`src/hw/hpad_regs.svh`:
```
// Purpose: offsets, field positions and reset values of the host port
// Assumes: included by its bare name
// Notes:   definitions only
`ifndef HPAD_REGS_SVH
`define HPAD_REGS_SVH
`define HPAD_OFS_DATA   3'h0
`define HPAD_OFS_IER    3'h1
`define HPAD_OFS_IIR    3'h2
`define HPAD_OFS_LCR    3'h3
`define HPAD_OFS_SPARE  3'h4
`define HPAD_OFS_LSR    3'h5
`define HPAD_OFS_MSR    3'h6
`define HPAD_OFS_ID     3'h7
`define HPAD_LCR_BANK   7
`define HPAD_RSTC_RXF   1
`define HPAD_RSTC_TXF   2
`define HPAD_RSTC_CPU   4
`define HPAD_IER_RDA    0
`define HPAD_IER_THRE   1
`define HPAD_IER_LS     2
`define HPAD_IER_MS     3
`define HPAD_MSR_RIRQ   4
`define HPAD_BAUD_RST   8'h00
`define HPAD_LCR_RST    8'h00
`define HPAD_IER_RST    4'h0
`define HPAD_IIR_NONE   8'h01
`define HPAD_IIR_LS     8'h06
`define HPAD_IIR_RDA    8'h04
`define HPAD_IIR_THRE   8'h02
`define HPAD_IIR_MS     8'h00
`endif

```
`src/hw/hpad_pkg.sv`:
```
// Purpose: shared types of the host port decode
// Assumes: nothing
// Notes:   constants live in hpad_regs.svh
package hpad_pkg;
  typedef struct packed {
    logic [9:0] addr;
    logic       rd;
    logic       wr;
    logic [7:0] wdata;
  } hpad_bus_req_s;

  typedef struct packed {
    logic line_status;
    logic rx_avail;
    logic tx_empty;
    logic modem;
  } hpad_irq_src_s;

  typedef enum logic {
    HPAD_MODE_CHAR,
    HPAD_MODE_BLOCK
  } hpad_mode_e;
endpackage

```
`src/hw/hpad_fifo.sv`:
```
// Purpose: small valid/ready buffer in a data path
// Assumes: flush drops all entries at once
// Notes:   depth must be a power of two, at least two
`timescale 1ns/10ps
module hpad_fifo #(
  parameter int W     = 8,
  parameter int DEPTH = 2
) (
  // clock and reset
  input  wire logic         sys_clk_i,
  input  wire logic         sys_rst_i,
  input  wire logic         flush_i,
  // fill side
  input  wire logic         in_valid_i,
  output logic              in_ready_o,
  input  wire logic [W-1:0] in_data_i,
  // drain side
  output logic              out_valid_o,
  input  wire logic         out_ready_i,
  output logic [W-1:0]      out_data_o
);
  localparam int AW = $clog2(DEPTH);

  if (DEPTH < 2 || (1 << AW) != DEPTH) begin : g_bad_depth
    $error("hpad_fifo: depth must be a power of two of at least two");
  end

  logic [W-1:0]  mem [DEPTH];
  logic [AW-1:0] wp_q;
  logic [AW-1:0] rp_q;
  logic [AW:0]   cnt_q;
  wire           push = in_valid_i && in_ready_o;
  wire           pop  = out_valid_o && out_ready_i;

  assign in_ready_o  = cnt_q != (AW+1)'(DEPTH);
  assign out_valid_o = cnt_q != '0;
  assign out_data_o  = mem[rp_q];

  always_ff @(posedge sys_clk_i) begin
    if (push) begin
      mem[wp_q] <= in_data_i;
    end
  end

  always_ff @(posedge sys_clk_i or posedge sys_rst_i) begin
    if (sys_rst_i) begin
      wp_q  <= '0;
      rp_q  <= '0;
      cnt_q <= '0;
    end else if (flush_i) begin
      // flush wins over a push in the same cycle
      wp_q  <= '0;
      rp_q  <= '0;
      cnt_q <= '0;
    end else begin
      wp_q  <= push ? wp_q + 1'b1 : wp_q;
      rp_q  <= pop ? rp_q + 1'b1 : rp_q;
      cnt_q <= cnt_q + (AW+1)'(push) - (AW+1)'(pop);
    end
  end
endmodule

```
`src/hw/hpad_irq.sv`:
```
// Purpose: interrupt priority and identification byte
// Assumes: sources arrive already masked by their enables
// Notes:   purely combinational
`timescale 1ns/10ps
`include "hpad_regs.svh"
module hpad_irq
  import hpad_pkg::*;
(
  // masked sources
  input  wire hpad_irq_src_s src_i,
  // identification
  output logic [7:0]         iir_o,
  output logic               pend_o
);
  // line status first, then receive, transmit, modem
  assign iir_o  = src_i.line_status ? `HPAD_IIR_LS   :    // [RL12]
                  src_i.rx_avail    ? `HPAD_IIR_RDA  :
                  src_i.tx_empty    ? `HPAD_IIR_THRE :
                  src_i.modem       ? `HPAD_IIR_MS   : `HPAD_IIR_NONE;
  assign pend_o = |src_i;
endmodule

```
`src/hw/hpad_port.sv`:
```
// Purpose: host I/O port decode and register map of a serial adapter card
// Assumes: host strobes are one-cycle pulses synchronous to sys_clk_i
// Notes:   read data appears one cycle after the read strobe
`timescale 1ns/10ps
`include "hpad_regs.svh"

// Contract
// RL1: answer only when address bits 3..9 match the base-address jumpers
// RL2: a fitted base jumper means zero, an absent one means one
// RL3: ten address lines; the low three pick one of eight registers
// RL4: host picks a base ending in 0 or 8, below 3FF, free of clashes
// RL5: all interrupt sources drive the one host line chosen by jumper
// RL6: option jumper 0 absent gives character mode, fitted gives response mode
// RL7: option jumper 1 has no effect
// RL8: read at offset 0 with bank bit clear pops the receive buffer
// RL9: write at offset 0 with bank bit clear pushes the transmit buffer
// RL10: with bank bit set, offset 0 is baud select and skips the buffers
// RL11: with bank bit clear, offset 1 is the interrupt enable register
// RL12: offset 2 reads interrupt identification and takes reset commands
// RL13: offset 3 is the read/write line control register
// RL14: offsets 5 and 6 are read-only line and modem status
// RL15: the bank bit is bit 7 of line control
// RL16: offset 7 reads a fixed card code; writes do nothing
// RL17: offset 4 reads zero; writes there or to read-only places are ignored
module hpad_port
  import hpad_pkg::*;
#(
  parameter int         IRQ_LINES = 8,
  parameter logic [7:0] CARD_ID   = 8'h5A   // arbitrary value
) (
  // clock and reset
  input  wire logic                 sys_clk_i,
  input  wire logic                 sys_rst_i,
  // host I/O bus
  input  wire hpad_bus_req_s        io_req_i,
  output logic [7:0]                io_rdata_o,
  output logic                      io_rdata_oe_o,
  // jumpers, high when fitted
  input  wire logic [6:0]           base_jumper_fitted_i,
  input  wire logic [IRQ_LINES-1:0] irq_route_fitted_i,
  input  wire logic [1:0]           option_jumper_fitted_i,
  // host interrupt lines
  output logic [IRQ_LINES-1:0]      irq_line_o,
  // card side receive stream and status
  input  wire logic                 rx_valid_i,
  output logic                      rx_ready_o,
  input  wire logic [7:0]           rx_data_i,
  input  wire logic                 rsp_complete_i,
  input  wire logic                 rx_overrun_i,
  input  wire logic                 rx_frame_err_i,
  input  wire logic                 remote_irq_i,
  // card side transmit stream
  output logic                      tx_valid_o,
  input  wire logic                 tx_ready_i,
  output logic [7:0]                tx_data_o,
  // card side configuration
  output hpad_mode_e                mode_o,
  output logic [7:0]                baud_sel_o,
  output logic [7:0]                line_ctrl_o,
  output logic                      card_reset_o
);
  if (IRQ_LINES < 1) begin : g_bad_irq
    $error("hpad_port: at least one interrupt line is needed");
  end

  logic [7:0] baud_q;
  logic [3:0] ier_q;
  logic [7:0] lcr_q;
  logic       ovr_q;
  logic       frm_q;
  logic [7:0] rdata_q;
  logic       rdata_oe_q;
  logic       card_rst_q;

  // address decode
  wire [6:0] base_val = ~base_jumper_fitted_i;                    // [RL2]
  wire       sel      = io_req_i.addr[9:3] == base_val;           // [RL1]
  wire [2:0] ofs      = io_req_i.addr[2:0];                       // [RL3]
  wire       bank     = lcr_q[`HPAD_LCR_BANK];                    // [RL15]
  wire       rd_hit   = sel && io_req_i.rd;
  wire       wr_hit   = sel && io_req_i.wr;
  wire [7:0] wdata    = io_req_i.wdata;

  // write strobes; anything not listed, such as offsets 4..7, is dropped
  wire wr_tx   = wr_hit && ofs == `HPAD_OFS_DATA && !bank;        // [RL9]
  wire wr_baud = wr_hit && ofs == `HPAD_OFS_DATA && bank;         // [RL10]
  wire wr_ier  = wr_hit && ofs == `HPAD_OFS_IER && !bank;         // [RL11]
  wire wr_rstc = wr_hit && ofs == `HPAD_OFS_IIR;                  // [RL12]
  wire wr_lcr  = wr_hit && ofs == `HPAD_OFS_LCR;                  // [RL13]

  // reset commands; the card reset only counts with the bank bit set
  wire cpu_rst  = wr_rstc && wdata[`HPAD_RSTC_CPU] && bank;
  wire rx_flush = cpu_rst || (wr_rstc && wdata[`HPAD_RSTC_RXF]);
  wire tx_flush = cpu_rst || (wr_rstc && wdata[`HPAD_RSTC_TXF]);

  // response mode hides bytes until the card marks a whole response
  assign mode_o = option_jumper_fitted_i[0] ? HPAD_MODE_BLOCK     // [RL6]
                                            : HPAD_MODE_CHAR;
  // option jumper 1 is left unread on purpose                    // [RL7]

  // receive path
  logic       rx_out_valid;
  logic [7:0] rx_out_data;
  wire        rx_avail = rx_out_valid &&
                         (mode_o == HPAD_MODE_CHAR || rsp_complete_i);
  wire        rd_rx    = rd_hit && ofs == `HPAD_OFS_DATA && !bank && rx_avail; // [RL8]
  wire        rd_lsr   = rd_hit && ofs == `HPAD_OFS_LSR;

  hpad_fifo #(
    .W     (8),
    .DEPTH (2)
  ) u_rx_buf (
    .sys_clk_i   (sys_clk_i),
    .sys_rst_i   (sys_rst_i),
    .flush_i     (rx_flush),
    .in_valid_i  (rx_valid_i),
    .in_ready_o  (rx_ready_o),
    .in_data_i   (rx_data_i),
    .out_valid_o (rx_out_valid),
    .out_ready_i (rd_rx),
    .out_data_o  (rx_out_data)
  );

  // transmit path; a full buffer shows as a clear empty flag, and
  // a write then is lost, as on any port of this kind
  logic tx_in_ready;

  hpad_fifo #(
    .W     (8),
    .DEPTH (2)
  ) u_tx_buf (
    .sys_clk_i   (sys_clk_i),
    .sys_rst_i   (sys_rst_i),
    .flush_i     (tx_flush),
    .in_valid_i  (wr_tx),
    .in_ready_o  (tx_in_ready),
    .in_data_i   (wdata),
    .out_valid_o (tx_valid_o),
    .out_ready_i (tx_ready_i),
    .out_data_o  (tx_data_o)
  );

  // status bytes
  wire [7:0] lsr_val = {1'b0, tx_in_ready && !tx_valid_o, tx_in_ready, 1'b0,
                        frm_q, 1'b0, ovr_q, rx_avail};            // [RL14]
  wire [7:0] msr_val = 8'(remote_irq_i) << `HPAD_MSR_RIRQ;        // [RL14]

  // interrupt sources, masked by their enables
  hpad_irq_src_s irq_src;
  logic [7:0]    iir_val;
  logic          irq_pend;

  assign irq_src.line_status = ier_q[`HPAD_IER_LS] && (ovr_q || frm_q);
  assign irq_src.rx_avail    = ier_q[`HPAD_IER_RDA] && rx_avail;
  assign irq_src.tx_empty    = ier_q[`HPAD_IER_THRE] && tx_in_ready;
  assign irq_src.modem       = ier_q[`HPAD_IER_MS] && remote_irq_i;

  hpad_irq u_irq (
    .src_i  (irq_src),
    .iir_o  (iir_val),
    .pend_o (irq_pend)
  );

  // no fitted jumper leaves every line quiet
  assign irq_line_o = {IRQ_LINES{irq_pend}} & irq_route_fitted_i; // [RL5]

  // read selection
  wire [7:0] rd_val =
    ofs == `HPAD_OFS_DATA ? (bank ? baud_q : rx_out_data) :       // [RL8] [RL10]
    ofs == `HPAD_OFS_IER  ? (bank ? 8'h00 : {4'h0, ier_q}) :      // [RL11]
    ofs == `HPAD_OFS_IIR  ? iir_val :                             // [RL12]
    ofs == `HPAD_OFS_LCR  ? lcr_q :                               // [RL13]
    ofs == `HPAD_OFS_LSR  ? lsr_val :
    ofs == `HPAD_OFS_MSR  ? msr_val :
    ofs == `HPAD_OFS_ID   ? CARD_ID : 8'h00;                      // [RL16] [RL17]

  // error flags: a new error in the clearing read cycle survives
  wire ovr_d = rx_overrun_i || (ovr_q && !rd_lsr);
  wire frm_d = rx_frame_err_i || (frm_q && !rd_lsr);

  always_ff @(posedge sys_clk_i or posedge sys_rst_i) begin
    if (sys_rst_i) begin
      ovr_q <= 1'b0;
      frm_q <= 1'b0;
    end else begin
      ovr_q <= ovr_d;
      frm_q <= frm_d;
    end
  end

  // configuration registers, cleared by a card reset command
  always_ff @(posedge sys_clk_i or posedge sys_rst_i) begin
    if (sys_rst_i) begin
      baud_q <= `HPAD_BAUD_RST;
      ier_q  <= `HPAD_IER_RST;
      lcr_q  <= `HPAD_LCR_RST;
    end else if (cpu_rst) begin
      baud_q <= `HPAD_BAUD_RST;
      ier_q  <= `HPAD_IER_RST;
      lcr_q  <= `HPAD_LCR_RST;
    end else begin
      baud_q <= wr_baud ? wdata : baud_q;                         // [RL10]
      ier_q  <= wr_ier ? wdata[3:0] : ier_q;                      // [RL11]
      lcr_q  <= wr_lcr ? wdata : lcr_q;                           // [RL13]
    end
  end

  // read data and drive enable, one cycle after the strobe
  always_ff @(posedge sys_clk_i or posedge sys_rst_i) begin
    if (sys_rst_i) begin
      rdata_q    <= 8'h00;
      rdata_oe_q <= 1'b0;
      card_rst_q <= 1'b0;
    end else begin
      rdata_q    <= rd_hit ? rd_val : 8'h00;
      rdata_oe_q <= rd_hit;                                       // [RL1]
      card_rst_q <= cpu_rst;                                      // [RL12]
    end
  end

  assign io_rdata_o    = rdata_q;
  assign io_rdata_oe_o = rdata_oe_q;
  assign baud_sel_o    = baud_q;
  assign line_ctrl_o   = lcr_q;
  assign card_reset_o  = card_rst_q;
endmodule

```
`config.mk`:
```
export PLATFORM = sky130hd
export DESIGN_NAME = hpad_port
export DESIGN_NICKNAME = d
export VERILOG_FILES = /design/src/hw/hpad_pkg.sv /design/src/hw/hpad_fifo.sv /design/src/hw/hpad_irq.sv /design/src/hw/hpad_port.sv
export VERILOG_INCLUDE_DIRS = /design/src /design/src/hw
export SDC_FILE = /design/constraint.sdc
export NUM_CORES = 1
export LEC_CHECK = 0
export BUFFER_PORTS_ARGS = -buffer_cell sky130_fd_sc_hd__buf_2
export CORE_ASPECT_RATIO = 0.75
export CORE_UTILIZATION = 57
export DETAILED_ROUTE_END_ITERATION = 7
export GPL_TIMING_DRIVEN = 0
export PLACE_DENSITY = 0.85
export SETUP_SLACK_MARGIN = 0.2
export SLEW_MARGIN = 20
export SYNTH_ARGS = -nofsm -noshare
export SYNTH_HDL_FRONTEND = slang
export SYNTH_SLANG_ARGS = --single-unit
```
`constraint.sdc`:
```
create_clock -name sys_clk_i -period 4.7 [get_ports sys_clk_i]
set_clock_uncertainty 0.2 [all_clocks]
set_input_delay 0.47 -clock sys_clk_i [delete_from_list [all_inputs] [get_ports sys_clk_i]]
set_output_delay 0.47 -clock sys_clk_i [all_outputs]
set_load 0.02 [all_outputs]
```
==> metrics.yaml <==
die:
  initial_core_util_pct: 59.1
  core_area_um2: 6320
  row_count: 25
  die_width_um: 95.5
  die_y_um: 72.1
  io-pin-count: 98
  die_area_um2: 6890
drt:
  ant_nets: 0
  routedWlPerCell_um: 17.7
  avgViaCountPerCell: 6.00
  vias: 3122
  drc: 0
  wl_mm: 9.20
  dr.pass1.iters: 5
  drtIter0Drc: 342
timing:
  worst_slack_ns: 2.07
  fmaxAchievable_ghz: 0.381
  finalHoldViolations: 0
  finalSetupTns_ns: 0
  finalCritPeriodShare_pct: 55.9
  rsz0062_at_grt: "false"
  slew_headroom_pct: 51.7
  hold_ws_ns: 0.0972
  min_period_ns: 2.63
  setup_viol: 0
  slew_viol_final: 0
  worstMarginPinSlew_ns: 0.722
cts:
  clk_pin_slew_worst_paths_ns: 0.07
  insertion_delay_ns: 0.35
  cts_buffer_depth: 2
  htree_levels: 3
  clock-sinks: 72
  clockRootBuffer: "clkbuf_8"
  cts_made_buffers: 9
  cts_setup_buffers: 0
  ctsResizeCount: 0
  cts_tree: "built"
outcome:
  outcome: "completed"
cells_and_area:
  layout_commonest_cell: "buf_2"
  drive_gt1_share_pct: 38.3
  syn_to_final_growth_pct: 22.7
  fin_util_pct: 72.6
  final_cell_mix: "buf_2 (105), dfrtp_1 (40), edfxtp_1 (32)"
  layout.nets: 491
  antennaDiodeCount: 0
  fillers: 458
power_and_ir_drop:
  leakagePower_nw: 1.99
  internal-power_w: 0.00122
  finalPower_w: 0.00171
  pwr_density_cell_nw_per_um2: 374
  p_sw_w: 0.000492
  pwr-share-clk_pct: 33.5
  ir_drop_mv: 0.184
  combPwrFrac_pct: 22.5
  power_frac_seq_pct: 44.1
  switching_share_pct: 28.7
synth:
  synth_area_um2: 3740
  synth-simple-area-share_pct: 17.0
  synthXorXnorAreaFrac_pct: 3.65
  synth_fa_ha_area_share_pct: 1.34
  syn_inst: 327
  synth_flop_cell: "dfrtp_1"
  synth_area_per_cell_um2: 11.4
  synth_enable_flop_cells: 32
  synthMuxAreaShare_pct: 4.55
  synth_top_family_by_area: "simple AND/OR/NAND/NOR gates"
  synth_seq_cells: 72
  synth-compound-area-share_pct: 16.3
  synth.distinct_cells: 54
  yosysWarnings: 0
  synthArstFlopShare_pct: 55.6
  yosysSeqAreaShare_pct: 52.5
  synth_fp_nets: 384
placement:
  dpl.hpwl_mm: 6.81
  numPortBuffers: 94
  place_congestion: 0.900
  place_ws_ns: 2.08
setup_path:
  critPathLaunchType: "flip-flop"
  r2r-start: "line_ctrl_o[7]"
  slowest_delay_ns: 0.39
  slowest_stage: "dfrtp_1"
  path_cells: "or2_2, a31oi_1, nand2_1, and2_1, buf_2"
  cp-end-kind: "primary output"
  worstPathRequired_ns: 4.03
  critPathArrivalTime_ns: 1.96
  path_max_fanout: 8
  crit_path_start: "u_rx_buf.cnt_q[0]"
  critPathKind: "flip-flop to primary output"
grt:
  antenna_found_initial: 0
  grt_max_degree: 24
  grt_overflow: 0
  grt_pass1_vias: 2921
  grt_first_pass_wirelength_mm: 14.3
  track_usage_pct: 28.1
worst_hold_path:
  hp-class: "primary input to flip-flop"
  min_from: "rx_overrun_i"
job:
  max_cap_viol_count: 0
per-layer routing:
layer | part of all wire [%] | global-route usage, % | vias up
met3 | 8.4 | 7.44 | 19
met4 | 1.8 | 9.12 | 0
li1 | - | - | 1432
met1 | 44 | 39.3 | 1490
met5 | 0 | 0 | -
met2 | 46 | 43.0 | 181
worst max-delay path, delay by kind of cell, from the launching register on:
kind                   cells  cell delay (ns)
and+or+nand+nor            3             0.78
DFF                        1             0.39
buffers and inverters      1             0.15
AOI/OAI and AO/OA          1             0.28
power by group through the flow:
| stage | Sequential, W | Combinational [W] | Clock, W |
|---|---|---|---|
| after global placement | 0.000766 | 0.000367 | 0 |
| after global routing | 0.000761 | 0.000422 | 0.000600 |
| final | 0.000756 | 0.000385 | 0.000574 |
| after floorplan | 0.000763 | 0.000263 | 0 |
| after CTS | 0.000756 | 0.000384 | 0.000576 |
| after detailed placement | 0.000768 | 0.000382 | 0 |
per-stage QoR:
step | instances | instance area (um2)
final | 520 | 4590
after floorplan | 327 | 3740
after global placement | 502 | 4310
after global routing | 520 | 4590
after detailed placement | 503 | 4340
after CTS | 520 | 4590
timing repair:
| item | 4_1_cts | 5_1_grt |
|---|---|---|
| endpoints found under the hold margin | 17 | 0 |
| endpoints found under the setup margin | 0 | 0 |
| hold buffers | 1 | 0 |
synth_stat cells (7+ instances only):
cell / instances / area (um2)
edfxtp_1: 32 / 961
inv_1: 12 / 45.0
mux2i_1: 8 / 80.1
a21oi_2: 19 / 166
o21ai_0: 17 / 85.1
o31ai_1: 12 / 90.1
and2_1: 13 / 81.3
xor2_1: 7 / 61.3
a21oi_1: 12 / 60.1
nand2_1: 15 / 56.3
dfrtp_1: 40 / 1000
nor2_1: 13 / 48.8
buf_2: 11 / 55.1
mux2_2: 8 / 90.1
nand4_1: 25 / 156
cell type report:
| class | instances | area, um2 | share of cell area, % |
|---|---|---|---|
| buffer | 23 | 130 | 2.84 |
| clock buffer | 11 | 163 | 3.55 |
| clock inverter | 5 | 76.3 | 1.66 |
| inverter | 12 | 45.0 | 0.982 |
| multi-input combinational | 220 | 1600 | 34.9 |
| sequential | 72 | 1960 | 42.8 |
| tap | 81 | 101 | 2.21 |
| timing repair buffer | 96 | 508 | 11.1 |
final timing paths:
path                                     end  depth (start not counted)  slack [ns]
setup / recovery               irq_line_o[2]                          5        2.07
hold / removal                         ovr_q                          2         0.1
setup reg to reg           u_rx_buf.cnt_q[1]                         10        2.19
hold reg to reg                        ovr_q                          1        0.34
max in group asynchronous     line_ctrl_o[2]                          4        3.35
min in group asynchronous      io_rdata_o[2]                          3        0.48
cells by family (layout without fill, tap and decap cells):
kind of cell	count (synthesis)	after routing
XOR/XNOR	13	13
adder cells (fa/ha/maj)	4	4
flip-flops	72	72
buffers and inverters	35	147
AND/OR/NAND/NOR	102	102
multiplexers	16	16
AO/OA/AOI/OAI	85	85
flip-flops by register name, summed over array words and instances (netlist names):
register	cells
u_rx_buf.mem	16
u_tx_buf.mem	16
baud_sel_o	8
io_rdata_o	8
line_ctrl_o	8
ier_q	4
u_rx_buf.cnt_q	2
u_tx_buf.cnt_q	2
card_reset_o	1
frm_q	1
io_rdata_oe_o	1
ovr_q	1
u_rx_buf.rp_q	1
u_rx_buf.wp_q	1
u_tx_buf.rp_q	1
u_tx_buf.wp_q	1
Note: power is estimated with default switching activity, not from simulation.
